[config.mk]
export PLATFORM = sky130hd
export DESIGN_NAME = adcreg_top
export DESIGN_NICKNAME = d
export VERILOG_FILES = /design/src/hw/adcreg_pkg.sv /design/src/hw/adcreg_pinsync.sv /design/src/hw/adcreg_top.sv
export SDC_FILE = /design/constraint.sdc
export NUM_CORES = 1
export LEC_CHECK = 0
export ABC_AREA = 1
export BUFFER_PORTS_ARGS = -buffer_cell sky130_fd_sc_hd__buf_4
export CORE_ASPECT_RATIO = 0.7
export CORE_MARGIN = 2
export CORE_UTILIZATION = 40
export CTS_BUF_LIST = sky130_fd_sc_hd__clkbuf_2
export DETAILED_ROUTE_END_ITERATION = 10
export GPL_TIMING_DRIVEN = 0
export PLACE_DENSITY = 0.62
export SYNTH_ARGS = -nofsm -noshare
export SYNTH_HDL_FRONTEND = slang
export SYNTH_SLANG_ARGS = --single-unit
[constraint.sdc]
create_clock -name SYS_CLK -period 1.66 [get_ports SYS_CLK]
set_input_delay 0.166 -clock SYS_CLK [delete_from_list [all_inputs] [get_ports SYS_CLK]]
set_output_delay 0.166 -clock SYS_CLK [all_outputs]
set_load 0.05 [all_outputs]
[src/hw/adcreg_pkg.sv]
/*
  constants of the serial register-access block of the converter:
  bus address, pointer codes, register reset values and field positions.
  assumes nothing beyond a sv-2012 compiler.
*/
package adcreg_pkg;
  // ==========================================================
  // bus address
  localparam logic [4:0] DEV_ADDR_BASE = 5'h12;
  localparam int ADDR_SEL_W = 2;

  // ==========================================================
  // register pointer codes
  localparam logic [1:0] PTR_CONVERSION = 2'h0;
  localparam logic [1:0] PTR_CONFIGURATION = 2'h1;
  localparam logic [1:0] PTR_LOW_THRESHOLD = 2'h2;
  localparam logic [1:0] PTR_HIGH_THRESHOLD = 2'h3;
  localparam logic [1:0] PTR_RESET = 2'h0;

  // ==========================================================
  // reset values
  localparam logic [15:0] CONFIG_RESET = 16'h0000;
  localparam logic [15:0] LOW_THRESHOLD_RESET = 16'h8000;
  localparam logic [15:0] HIGH_THRESHOLD_RESET = 16'h7FFF;

  // ==========================================================
  // input-select field within the configuration register
  localparam int INSEL_LSB = 12;
  localparam int INSEL_W = 3;
  localparam logic [2:0] INSEL_FIRST_VS_FOURTH = 3'h1;
  localparam logic [2:0] INSEL_THIRD_VS_FOURTH = 3'h3;

  // ==========================================================
  // byte framing
  localparam logic [3:0] BITS_PER_BYTE = 4'h8;
  localparam logic [2:0] LAST_TX_BIT = 3'h7;

  typedef enum logic [2:0] {
    ST_IDLE,
    ST_RX,
    ST_ACK,
    ST_TX,
    ST_TXACK
  } adcreg_state_e;
endpackage

[src/hw/adcreg_pinsync.sv]
/*
  two-flop synchroniser for a group of pins with rise and fall detection.
  assumes the pins are asynchronous to clk; edges are taken from the
  second and third stages only.
*/
module adcreg_pinsync #(
  parameter int W = 2
) (
  input wire logic clk,
  input wire logic rst,
  input wire logic [W-1:0] pin,
  output logic [W-1:0] level,
  output logic [W-1:0] rise,
  output logic [W-1:0] fall
);
  logic [W-1:0] meta_q;
  logic [W-1:0] sync_q;
  logic [W-1:0] prev_q;

  always_ff @(posedge clk)
  begin
    if (rst)
    begin
      meta_q <= '1;
      sync_q <= '1;
      prev_q <= '1;
    end
    else
    begin
      meta_q <= pin;
      sync_q <= meta_q;
      prev_q <= sync_q;
    end
  end

  assign level = sync_q;
  assign rise = sync_q & ~prev_q;
  assign fall = ~sync_q & prev_q;
endmodule

[src/hw/adcreg_top.sv]
/*
  two-wire serial register-access target of the converter: address match,
  pointer byte, two-byte register writes and reads of the pointed register.
  assumes the controller makes the serial clock; both wires come from
  outside the SYS_CLK domain and are oversampled by it.
*/
// Function
// - the block never drives or holds the serial clock low, so it never stretches the clock.
// - the address-select strap picks one of four bus addresses so four blocks can share a bus.
// - in a write the second byte loads the pointer and bytes three and four go to the pointed register, unless it is the conversion register.
// - pointer value one selects the configuration register.
// - a sixteen-bit register travels most significant byte first, then least significant byte.
// - standard, fast and high-speed controllers are served, master-only ones included.
// - the controller supplies the clock, data moves on the data wire, and only the data wire is driven here.
// - the input-select field offers settings measuring the first three inputs against the fourth.
module adcreg_top (
  input wire logic SYS_CLK,
  input wire logic RST,
  input wire logic SCL_I,
  input wire logic SDA_I,
  output logic SDA_O,
  output logic SDA_OE,
  input wire logic [adcreg_pkg::ADDR_SEL_W-1:0] ADDR_SEL,
  input wire logic [15:0] CONVERSION_DATA,
  output logic [15:0] CONFIGURATION,
  output logic [15:0] LOW_THRESHOLD,
  output logic [15:0] HIGH_THRESHOLD,
  output logic [adcreg_pkg::INSEL_W-1:0] INPUT_SELECT_FIELD,
  output logic FOURTH_INPUT_COMMON,
  output logic [1:0] POINTER,
  output logic WRITE_STROBE
);
  // ==========================================================
  // pin sampling
  logic [1:0] lvl;
  logic [1:0] rise;
  logic [1:0] fall;
  logic [adcreg_pkg::ADDR_SEL_W-1:0] sel_meta_q;
  logic [adcreg_pkg::ADDR_SEL_W-1:0] sel_sync_q;
  logic [adcreg_pkg::ADDR_SEL_W-1:0] sel_q;
  logic [2:0] strap_age_q;

  adcreg_pinsync #(.W(2)) u_sync (
    .clk(SYS_CLK),
    .rst(RST),
    .pin({SCL_I, SDA_I}),
    .level(lvl),
    .rise(rise),
    .fall(fall)
  );

  logic scl;
  logic sda;
  logic scl_rise;
  logic scl_fall;
  logic start_c;
  logic stop_c;

  assign scl = lvl[1];
  assign sda = lvl[0];
  assign scl_rise = rise[1];
  assign scl_fall = fall[1];
  assign start_c = fall[0] & scl;
  assign stop_c = rise[0] & scl;

  // ==========================================================
  // address strap, caught once on the third edge after reset release, when the synchroniser holds the pin
  always_ff @(posedge SYS_CLK)
  begin
    if (RST)
    begin
      sel_meta_q <= '0;
      sel_sync_q <= '0;
      sel_q <= '0;
      strap_age_q <= '0;
    end
    else
    begin
      sel_meta_q <= ADDR_SEL;
      sel_sync_q <= sel_meta_q;
      strap_age_q <= {strap_age_q[1:0], 1'b1};
      if (strap_age_q == 3'h3)
      begin
        sel_q <= sel_sync_q;
      end
    end
  end

  logic [6:0] my_addr;
  assign my_addr = {adcreg_pkg::DEV_ADDR_BASE, sel_q};

  // ==========================================================
  // protocol engine
  adcreg_pkg::adcreg_state_e st_q;
  logic [3:0] cnt_q;
  logic [7:0] sh_q;
  logic [7:0] tx_q;
  logic [2:0] nbyte_q;
  logic rw_q;
  logic lsb_next_q;
  logic ack_q;
  logic [1:0] ptr_q;
  logic [7:0] msb_q;
  logic wr_q;
  logic [15:0] wr_data_q;
  logic [15:0] rd_word;

  always_comb
  begin
    case (ptr_q)
      adcreg_pkg::PTR_CONVERSION: rd_word = CONVERSION_DATA;
      adcreg_pkg::PTR_CONFIGURATION: rd_word = CONFIGURATION;
      adcreg_pkg::PTR_LOW_THRESHOLD: rd_word = LOW_THRESHOLD;
      default: rd_word = HIGH_THRESHOLD;
    endcase
  end

  always_ff @(posedge SYS_CLK)
  begin
    if (RST)
    begin
      st_q <= adcreg_pkg::ST_IDLE;
      cnt_q <= '0;
      sh_q <= '0;
      tx_q <= '0;
      nbyte_q <= '0;
      rw_q <= 1'b0;
      lsb_next_q <= 1'b0;
      ack_q <= 1'b0;
      ptr_q <= adcreg_pkg::PTR_RESET;
      msb_q <= '0;
      wr_q <= 1'b0;
      wr_data_q <= '0;
      SDA_OE <= 1'b0;
    end
    else
    begin
      wr_q <= 1'b0;
      if (stop_c)
      begin
        st_q <= adcreg_pkg::ST_IDLE;
        SDA_OE <= 1'b0;
      end
      else if (start_c)
      begin
        st_q <= adcreg_pkg::ST_RX;
        cnt_q <= '0;
        nbyte_q <= '0;
        SDA_OE <= 1'b0;
      end
      else
      begin
        case (st_q)
          adcreg_pkg::ST_RX:
          begin
            if (scl_rise)
            begin
              sh_q <= {sh_q[6:0], sda};
              cnt_q <= cnt_q + 4'h1;
            end
            else if (scl_fall && cnt_q == adcreg_pkg::BITS_PER_BYTE)
            begin
              cnt_q <= '0;
              st_q <= adcreg_pkg::ST_ACK;
              SDA_OE <= 1'b1;
              if (nbyte_q != 3'h7)
              begin
                nbyte_q <= nbyte_q + 3'h1;
              end
              case (nbyte_q)
                3'h0:
                begin
                  if (sh_q[7:1] != my_addr)
                  begin
                    st_q <= adcreg_pkg::ST_IDLE;
                    SDA_OE <= 1'b0;
                  end
                  rw_q <= sh_q[0];
                  lsb_next_q <= 1'b0;
                end
                3'h1: ptr_q <= sh_q[1:0];
                3'h2: msb_q <= sh_q;
                3'h3:
                begin
                  wr_data_q <= {msb_q, sh_q};
                  wr_q <= 1'b1;
                end
                default: ;
              endcase
            end
          end
          adcreg_pkg::ST_ACK:
          begin
            if (scl_fall)
            begin
              if (rw_q)
              begin
                tx_q <= lsb_next_q ? rd_word[7:0] : rd_word[15:8];
                SDA_OE <= lsb_next_q ? ~rd_word[7] : ~rd_word[15];
                lsb_next_q <= ~lsb_next_q;
                cnt_q <= '0;
                st_q <= adcreg_pkg::ST_TX;
              end
              else
              begin
                SDA_OE <= 1'b0;
                st_q <= adcreg_pkg::ST_RX;
              end
            end
          end
          adcreg_pkg::ST_TX:
          begin
            if (scl_fall)
            begin
              if (cnt_q[2:0] == adcreg_pkg::LAST_TX_BIT)
              begin
                SDA_OE <= 1'b0;
                st_q <= adcreg_pkg::ST_TXACK;
              end
              else
              begin
                tx_q <= {tx_q[6:0], 1'b0};
                SDA_OE <= ~tx_q[6];
                cnt_q <= cnt_q + 4'h1;
              end
            end
          end
          adcreg_pkg::ST_TXACK:
          begin
            if (scl_rise)
            begin
              ack_q <= ~sda;
            end
            else if (scl_fall)
            begin
              if (ack_q)
              begin
                tx_q <= lsb_next_q ? rd_word[7:0] : rd_word[15:8];
                SDA_OE <= lsb_next_q ? ~rd_word[7] : ~rd_word[15];
                lsb_next_q <= ~lsb_next_q;
                cnt_q <= '0;
                st_q <= adcreg_pkg::ST_TX;
              end
              else
              begin
                st_q <= adcreg_pkg::ST_IDLE;
              end
            end
          end
          default: SDA_OE <= 1'b0;
        endcase
      end
    end
  end

  // open drain: only ever pulls low, and no clock output exists at all
  assign SDA_O = 1'b0;

  // ==========================================================
  // register file
  always_ff @(posedge SYS_CLK)
  begin
    if (RST)
    begin
      CONFIGURATION <= adcreg_pkg::CONFIG_RESET;
      LOW_THRESHOLD <= adcreg_pkg::LOW_THRESHOLD_RESET;
      HIGH_THRESHOLD <= adcreg_pkg::HIGH_THRESHOLD_RESET;
    end
    else if (wr_q)
    begin
      case (ptr_q)
        adcreg_pkg::PTR_CONFIGURATION: CONFIGURATION <= wr_data_q;
        adcreg_pkg::PTR_LOW_THRESHOLD: LOW_THRESHOLD <= wr_data_q;
        adcreg_pkg::PTR_HIGH_THRESHOLD: HIGH_THRESHOLD <= wr_data_q;
        default: ;
      endcase
    end
  end

  always_ff @(posedge SYS_CLK)
  begin
    if (RST)
    begin
      WRITE_STROBE <= 1'b0;
      FOURTH_INPUT_COMMON <= 1'b0;
    end
    else
    begin
      WRITE_STROBE <= wr_q;
      FOURTH_INPUT_COMMON <= INPUT_SELECT_FIELD >= adcreg_pkg::INSEL_FIRST_VS_FOURTH
        && INPUT_SELECT_FIELD <= adcreg_pkg::INSEL_THIRD_VS_FOURTH;
    end
  end

  assign INPUT_SELECT_FIELD = CONFIGURATION[adcreg_pkg::INSEL_LSB +: adcreg_pkg::INSEL_W];
  assign POINTER = ptr_q;
endmodule

# After elaboration in Yosys (flattened, before gate mapping)
# Index checks and enable logic that the tools add are counted.
[word_totals]
regBits = 121
input_bits = 22
output_inout_bits = 57
wordCells = 178
[classes]
addsub = 2
order_cmp = 2
eq_ne = 38
mux = 63
bitwise = 16
n_reduce_logical = 30
[op_table]
columns = ["operator", "count"]
rows = [
  ["$mux 7", 8],
  ["$pmux 16 s3", 1],
  ["$mux 4", 10],
  ["$mux 3", 12],
  ["$ne 3x3->1 const B", 11],
  ["$reduce_and 6->1", 4],
  ["$mux 1", 23],
  ["$pmux 7 s3", 1],
  ["$ne 2x2->1 const B", 10],
  ["$reduce_and 10->1", 2],
  ["$pmux 4 s4", 1],
  ["$reduce_and 8->1", 2],
  ["$eq 3x2->1 const B", 5],
  ["$pmux 3 s4", 1],
  ["$reduce_and 11->1", 1],
  ["$not 1->1", 10],
  ["$mux 2", 4],
  ["$reduce_and 4->1", 2],
  ["$ne 7x7->1", 1],
  ["$reduce_and 7->1", 1],
  ["$eq 3x1->1 const B", 2],
  ["$eq 3x3->1 const B", 2],
  ["$reduce_and 2->1", 3],
  ["$reduce_bool 2->1", 3],
  ["24 further kinds", 31],
]

# Depth between registers and ports, before layout
# Gate-level depths: netlist (run 1).
[depth]
word_depth = 8
depth_mapped = 11
ltp_nobuf = 11

# Modules after synthesis
# A second synthesis (run 1) with hierarchy kept.
[unflattened]
hier_cells = 793
area_unflattened_um2 = 5574.1
[modules_own_cells]
columns = ["mod", "instances", "cells_each", "area_each_um2", "seq_area_each_um2"]
rows = [
  ["adcreg_top", 1, 768, 5382.7, 2302.2],
  ["adcreg_pinsync", 1, 25, 191.4, 120.1],
]

# Least setup slack after synthesis (run 1)
# No wires, ideal clock.
[synth_path]
kind = "register to register"
startpoint = "reg ptr_q[0] (netlist: POINTER[0])"
endpoint = "reg CONFIGURATION[12]"
setup_time_ns = 0.132
t_arrival_ns = 1.658
required_ns = 1.528
path_slack_ns = -0.130
stages_incl_launch_ff = 9
n_path_buf = 3
period_less_slack_ns = 1.790
cell_sequence = "dfxtp_1 buf_2 inv_1 nor2_2 buf_4 nand2_1 buf_2 nand2_1 a21oi_1"
[synth_via]
elab_chain_cells = 2
[synth_rtl]
columns = ["element", "line_no", "source"]
rows = [
  ["from (decl)", "adcreg_top.sv:102", "logic [1:0] ptr_q;"],
  ["from (signal assigned)", "adcreg_top.sv:130", "ptr_q <= adcreg_pkg::PTR_RESET;"],
  ["from (signal assigned)", "adcreg_top.sv:181", "3'h1: ptr_q <= sh_q[1:0];"],
  ["$eq 2x1->1", "adcreg_top.sv:271", "case (ptr_q)"],
  ["$reduce_and 2->1 (no source line)", "-", ""],
  ["to (signal assigned)", "adcreg_top.sv:265", "CONFIGURATION <= adcreg_pkg::CONFIG_RESET;"],
  ["to (signal assigned)", "adcreg_top.sv:272", "adcreg_pkg::PTR_CONFIGURATION: CONFIGURATION <= wr_data_q;"],
  ["to (decl)", "adcreg_top.sv:25", "output logic [15:0] CONFIGURATION,"],
]
# Every way passes these cells.
# A chain may end at the register's enable or synchronous reset.

# Worst setup path after layout (run 1)
[layout_path]
startpoint = "reg cnt_q[1]"
endpoint = "reg cnt_q[3]"
[layout_via]
elab_chain_cells = 5
word_cells_on_any_way = 12
classes_between = "add/sub: 1; eq/ne: 4; mux: 5; reduce/logical: 2"
[layout_rtl]
columns = ["element", "line_no", "source"]
rows = [
  ["from (decl)", "adcreg_top.sv:95", "logic [3:0] cnt_q;"],
  ["from (signal assigned)", "adcreg_top.sv:159", "cnt_q <= cnt_q + 4'h1;"],
  ["from (signal assigned)", "adcreg_top.sv:224", "cnt_q <= cnt_q + 4'h1;"],
  ["$add 4x1->4", "adcreg_top.sv:159, adcreg_top.sv:224", ""],
  ["$mux 4", "adcreg_top.sv:215", "if (cnt_q[2:0] == adcreg_pkg::LAST_TX_BIT)"],
  ["$mux 4", "adcreg_top.sv:213", "if (scl_fall)"],
  ["$pmux 4 s4", "adcreg_top.sv:153", "case (st_q)"],
  ["$mux 4", "adcreg_top.sv:144", "else if (start_c)"],
]
# Parallel ways exist; a longest one is shown, timed or not. The select of a mux whose other input is x is not followed.

==> impl_metrics.toml, run 1 <==
[status]
status = "finished, final reports clean"

[power]
cellPowerDensity_nw_per_um2 = 1000
ir_drop_mv = 0.740
leakage_uw = 0.00314

[global_route]
grt_overflow_total = 0
grt_pass1_vias = 5076
grt_max_degree = 17
antenna_found_initial = 0
grt_pass1_wl_mm = 26.9
grt_usage_pct = 24.2

[cells_and_area]
drive_gt1_share_pct = 27.2
fillers = 1322
n_antenna_cell = 0
final_cell_area_um2 = 7060
syn_to_final_growth_pct = 29.8
nets = 894

[sta]
rsz0062_at_grt = "true"
hold_viol = 0
setup_viol = 0
maxSlewHeadroom_pct = 39.4
drv_slew = 0
fin_skew_ns = 0.0270
fmaxAchievable_ghz = 0.617
period_share_pct = 97.7
fin_ws_ns = 0.0389
final.min_clock_period_ns = 1.62
worstMarginPinSlew_ns = 0.909

[detailed_routing]
ant_nets = 0
vias = 5493
wl_per_cell_um = 16.8
drtIter0Drc = 474
drc_errors = 0
totalWireLength_mm = 17.8
via_per_inst = 5.19
drtPass1Iterations = 6

[yosys]
synthFlopType = "dfxtp_1"
synth_edf_count = 0
ys_ff_latch = 121
synth_area_per_cell_um2 = 7.33
synth_most_common_cell = "dfxtp_1"
synth_cell_type_count = 33
netlist_area_um2 = 5440
synth_largest_area_cell = "dfxtp_1"
synth_area_leaders = "dfxtp_1, a21oi_1, nand2_1"
netlist_instances = 742
yosysWarningCount = 0
async_reset_ff_share_pct = 0
yosys-top-cells-count = "dfxtp_1, nand2_1, a21oi_1"
synth_top_area_share_pct = 44.5
seq_area_frac_synth_pct = 44.5
syn_nets = 773

[placement]
dp_slack_ns = -0.284
gp_congestion = 0.932
post-dp-hpwl_mm = 13.0
port_buffers = 76
place_area_um2 = 6240

[worst_setup_path]
reg2reg_slack_ns = 0.04
cp-start-kind = "register"
r2r_cells = 10
cp.required_ns = 2.25
worst_r2r_endpoint = "cnt_q[3]"
r2r-start = "cnt_q[1]"
critPathArrivalTime_ns = 2.22
worst_setup_path_end_kind = "register"
crit_path_max_fanout = 8
worstSetupPathType = "reg2reg"

[die]
fp.coreArea_um2 = 13200
die_w_um = 143
start_util_pct = 41.1
num_io_pins = 79
dieArea_um2 = 14600
fp-row-count = 35
die_h_um = 102

[clock_network]
clkTransAtPathRegs_ns = 0.18
cts_max_level = 4
cts.path.max_buffers = 2
cts_tree = "yes"
insertion_delay_ns = 0.68
numClockSinks = 121
cts_root_buf = "clkbuf_2"
cts_buffers = 17

[hold_path]
holdPathEnd = "tx_q[1]"
holdPathStages = 7
worstHoldStart = "CONVERSION_DATA[1]"
min_path_type = "in2reg"

[flow_run]
maxCapViolations = 0
==> how the worst max path moves through the flow <==
stage                          start                 to  slack, ns
final                       cnt_q[1]           cnt_q[3]       0.04
after detailed placement  POINTER[0]            tx_q[2]      -0.28
after CTS                   cnt_q[0]         nbyte_q[1]     0.0009
after global routing         st_q[1]            st_q[0]      -0.06
after floorplan           POINTER[0]  CONFIGURATION[12]       0.05
after global placement    POINTER[0]            tx_q[2]      -0.24
==> cells in the final DEF (no fill, tap or decap), types with 9 or more instances in the layout <==
master / n
a21oi_1: 92
buf_4: 99
buf_6: 9
clkbuf_1: 15
clkbuf_2: 20
dfxtp_1: 110
inv_1: 84
nand2_1: 113
nand3_1: 50
nor2_1: 63
nor2_4: 9
o21ai_0: 61
o21ai_1: 9
==> worst max-delay path, stage by stage, from the launching register on <==
cell	delay [ns]
dfxtp_4	0.39
ha_2	0.18
ha_4	0.17
nand4_1	0.10
nand3_2	0.13
nand2_1	0.09
nand2_2	0.06
nor2_4	0.20
o21ai_1	0.10
nand2_1	0.06
nor2_1	0.04
==> sequential cells by signal (all words and copies together), names as in the netlist, 2 cells and up <==
name            count
sh_q                8
u_sync.meta_q       2
u_sync.level        2
CONFIGURATION      16
st_q                3
u_sync.prev_q       2
msb_q               8
nbyte_q             3
LOW_THRESHOLD      16
sel_q               2
strap_age_q         3
sel_sync_q          2
tx_q                7
wr_data_q          16
cnt_q               4
HIGH_THRESHOLD     16
POINTER             2
sel_meta_q          2
==> repair_timing <==
action,in CTS,in global routing
pin swaps,5,14
gates cloned,0,4
hold endpoints to repair,7,0
hold buffers,8,0
endpoints found under the setup margin,50,90
gates resized for setup,37,85
setup buffers,3,11
==> per-layer routing <==
metal	track usage (%)	up-vias	wire (um)
met2	36.8	212	7570
met4	5.66	0	173
met5	0	-	0
met3	4.68	19	1460
li1	-	2652	-
met1	35.7	2610	8640
==> layout make-up <==
class	instances	area, um^2	area share, %
multi-input cells	485	2680	38.0
well taps	185	231	3.28
plain buffers	41	293	4.15
repair buffers	102	828	11.7
clock buffers	18	90.1	1.28
flip-flops and latches	121	2440	34.6
inverters	95	362	5.12
clock inverters	12	134	1.90
==> cell families after synthesis <==
kind of cell | share of synthesized area (%)
AND/OR/NAND/NOR | 23.7
AO/OA/AOI/OAI | 19.2
buffers and inverters | 10.5
flip-flops | 44.5
adder cells (fa/ha/maj) | 2.07
other | 0.0689
==> power by group <==
group | internal (uW) | total, uW | switching (uW)
clock | 801 | 1920 | 1120
combinational | 781 | 1960 | 1180
sequential | 3040 | 3190 | 149
total | 4620 | 7070 | 2450
==> through the flow <==
step                setup TNS [ns]  power (uW)  utilization, %  hold slack [ns]  instances
floorplan                        0        4340               -            0.270        742
global placement             -3.03        4650            47.2            0.356       1003
detailed placement           -3.91        4700            47.2            0.367       1003
CTS                              0        6630            50.4          0.00986       1044
global route                -0.277        7440            53.4           0.0887       1059
finish                           0        7070            53.4           0.0327       1059
No activity file was read; power rests on OpenSTA's default activity.
==> run 2: changes to the inputs <==
Settings changed: ABC_AREA 1 to not set, CORE_UTILIZATION 40 to 35, PLACE_DENSITY 0.62 to 0.56, SKIP_LAST_GASP set to 1.
==> impl_metrics.toml, run 2 <==
[worst_setup_path]
crit_path_max_fanout = 4
reg2reg_slack_ns = -0.27
critPathArrivalTime_ns = 2.50
cp.required_ns = 2.24
r2r_cells = 6
worstSetupPathType = "reg2reg"
worst_setup_path_end_kind = "register"
cp-start-kind = "register"
worstSetupStartpoint = "lsb_next_q"
worstSetupEndpoint = "SDA_OE"
r2r-start = "lsb_next_q"
worst_r2r_endpoint = "SDA_OE"

[yosys]
synth_largest_area_cell = "dfxtp_1"
synth_most_common_cell = "nand2_1"
ys_ff_latch = 121
synthFlopType = "dfxtp_1"
netlist_area_um2 = 5450
async_reset_ff_share_pct = 0
seq_area_frac_synth_pct = 44.5
netlist_instances = 651
yosys-top-cells-count = "nand2_1, dfxtp_1, a21oi_1"
synth_area_per_cell_um2 = 8.37
syn_nets = 682
yosysWarningCount = 0
synth_edf_count = 0
synth_cell_type_count = 63
synth_area_leaders = "dfxtp_1, nand2_1, mux2i_1"
synth_top_area_share_pct = 44.5

[detailed_routing]
wl_per_cell_um = 18.0
vias = 5234
drtIter0Drc = 320
via_per_inst = 5.31
totalWireLength_mm = 17.7
drtPass1Iterations = 8
ant_nets = 0
drc_errors = 1

[cells_and_area]
final_cell_mix = "nand2_1, buf_4, dfxtp_1"
final_cell_area_um2 = 7280
fillers = 1511
drive_gt1_share_pct = 33.2
final_common_cell = "nand2_1"
syn_to_final_growth_pct = 33.6
nets = 806
n_antenna_cell = 0
post-route-util_pct = 47.4

[flow_run]
maxCapViolations = 0

[placement]
port_buffers = 77
place_area_um2 = 6400
post-dp-hpwl_mm = 12.9
gp_congestion = 0.916

[global_route]
grt_usage_pct = 21.1
grt_overflow_total = 0
grt_max_degree = 17
antenna_found_initial = 0
grt_pass1_wl_mm = 27.1
grt_pass1_vias = 4902

[clock_network]
cts_root_buf = "clkbuf_2"
numClockSinks = 121
clkTransAtPathRegs_ns = 0.18
cts_max_level = 4
cts.path.max_buffers = 2
cts_buffers = 17
cts_tree = "yes"
insertion_delay_ns = 0.68

[die]
fp-row-count = 38
dieArea_um2 = 16600
start_util_pct = 35.5
num_io_pins = 79
die_w_um = 153
die_h_um = 108
fp.coreArea_um2 = 15400

[sta]
fmaxAchievable_ghz = 0.519
hold_viol = 0
rsz0062_at_grt = "true"
period_share_pct = 116
setup_viol = 38
worstMarginPinSlew_ns = 0.716
fin_ws_ns = -0.266
drv_slew = 0
maxSlewHeadroom_pct = 52.3
setup_tns_ns = -3.18
fin_skew_ns = 0.0385
final.min_clock_period_ns = 1.93

[hold_path]
min_path_type = "in2reg"

[status]
status = "complete, but fails checks"
violations = "DRC, setup timing"

[power]
leakage_uw = 0.00290
cellPowerDensity_nw_per_um2 = 728
ir_drop_mv = 0.528
## run 2: changes by cell type in the layout (fill, tap and decap cells not counted), moves of 9 or more
cell,previous run,this run
o21ai_0,61,16
nor2b_1,0,11
nand3_1,50,23
nor2_1,63,37
mux2i_1,0,36
a21oi_1,92,56
inv_1,84,16
dfxtp_1,110,100
o21ai_1,9,0
nand2_1,113,145
## run 2: critical path, cell delays in order, from the launching register on
cell,delay (ns)
dfxtp_2,0.36
buf_8,0.11
mux4_2,0.49
mux2_4,0.29
a211o_1,0.24
and3_4,0.19
a2111oi_4,0.18
## run 2: what timing repair did
action,in CTS,in global routing
endpoints found under the hold margin,15,0
endpoints found under the setup margin,85,83
hold buffers,5,0
gates cloned,1,2
gates resized for setup,46,69
buffers inserted,14,14
pin swaps,11,15
## run 2: how the worst min path moves through the flow
| stage | startpoint | to | slack [ns] | cells past startpoint |
|---|---|---|---|---|
| after floorplan | SDA_I | u_sync.meta_q[0] | 0.27 | 1 |
| after global placement | SCL_I | u_sync.meta_q[1] | 0.35 | 2 |
| after detailed placement | SCL_I | u_sync.meta_q[1] | 0.35 | 2 |
| after CTS | CONVERSION_DATA[5] | tx_q[5] | 0.05 | 6 |
| after global routing | CONVERSION_DATA[5] | tx_q[5] | 0.04 | 6 |
| final | CONVERSION_DATA[5] | tx_q[5] | 0.11 | 6 |
## run 2: metrics by stage
stage	setup WS [ns]	cells	hold slack [ns]	power [uW]
after floorplan	-0.166	651	0.270	3130
after global placement	-0.359	928	0.354	3230
after detailed placement	-0.399	928	0.355	3230
after CTS	-0.277	973	0.0528	5300
after global routing	-0.313	986	0.0397	5480
final	-0.266	986	0.107	5300
## run 2: cell type report
cell class,count,area (um^2),area share [%]
repair buffers,111,866,11.9
multi-input cells,471,3130,43.0
plain buffers,37,259,3.56
flip-flops and latches,121,2460,33.9
clock inverters,10,153,2.10
well taps,200,250,3.44
clock buffers,20,100,1.38
inverters,16,60.1,0.825
## run 2: logic make-up after synthesis
logic type | after synthesis | synth area share [%]
xor+xnor | 3 | 0.482
other cells | 1 | 0.0688
flops | 121 | 44.5
fa+ha+maj | 9 | 2.07
compound gates | 128 | 15.0
mux | 46 | 9.55
simple gates | 283 | 23.7
buf+inv | 60 | 4.69
## run 2: where the power goes
group | internal [uW] | leakage (uW) | switching [uW] | total, uW
sequential | 2910 | 0.000988 | 11.5 | 2930
combinational | 130 | 0.00176 | 167 | 297
clock | 976 | 0.000151 | 1100 | 2080
## run 2: metal layers
metal	track usage (%)	wire (um)
met2	31.6	7410
met3	6.29	1550
met4	5.22	257
met1	29.9	8500
met5	0	0
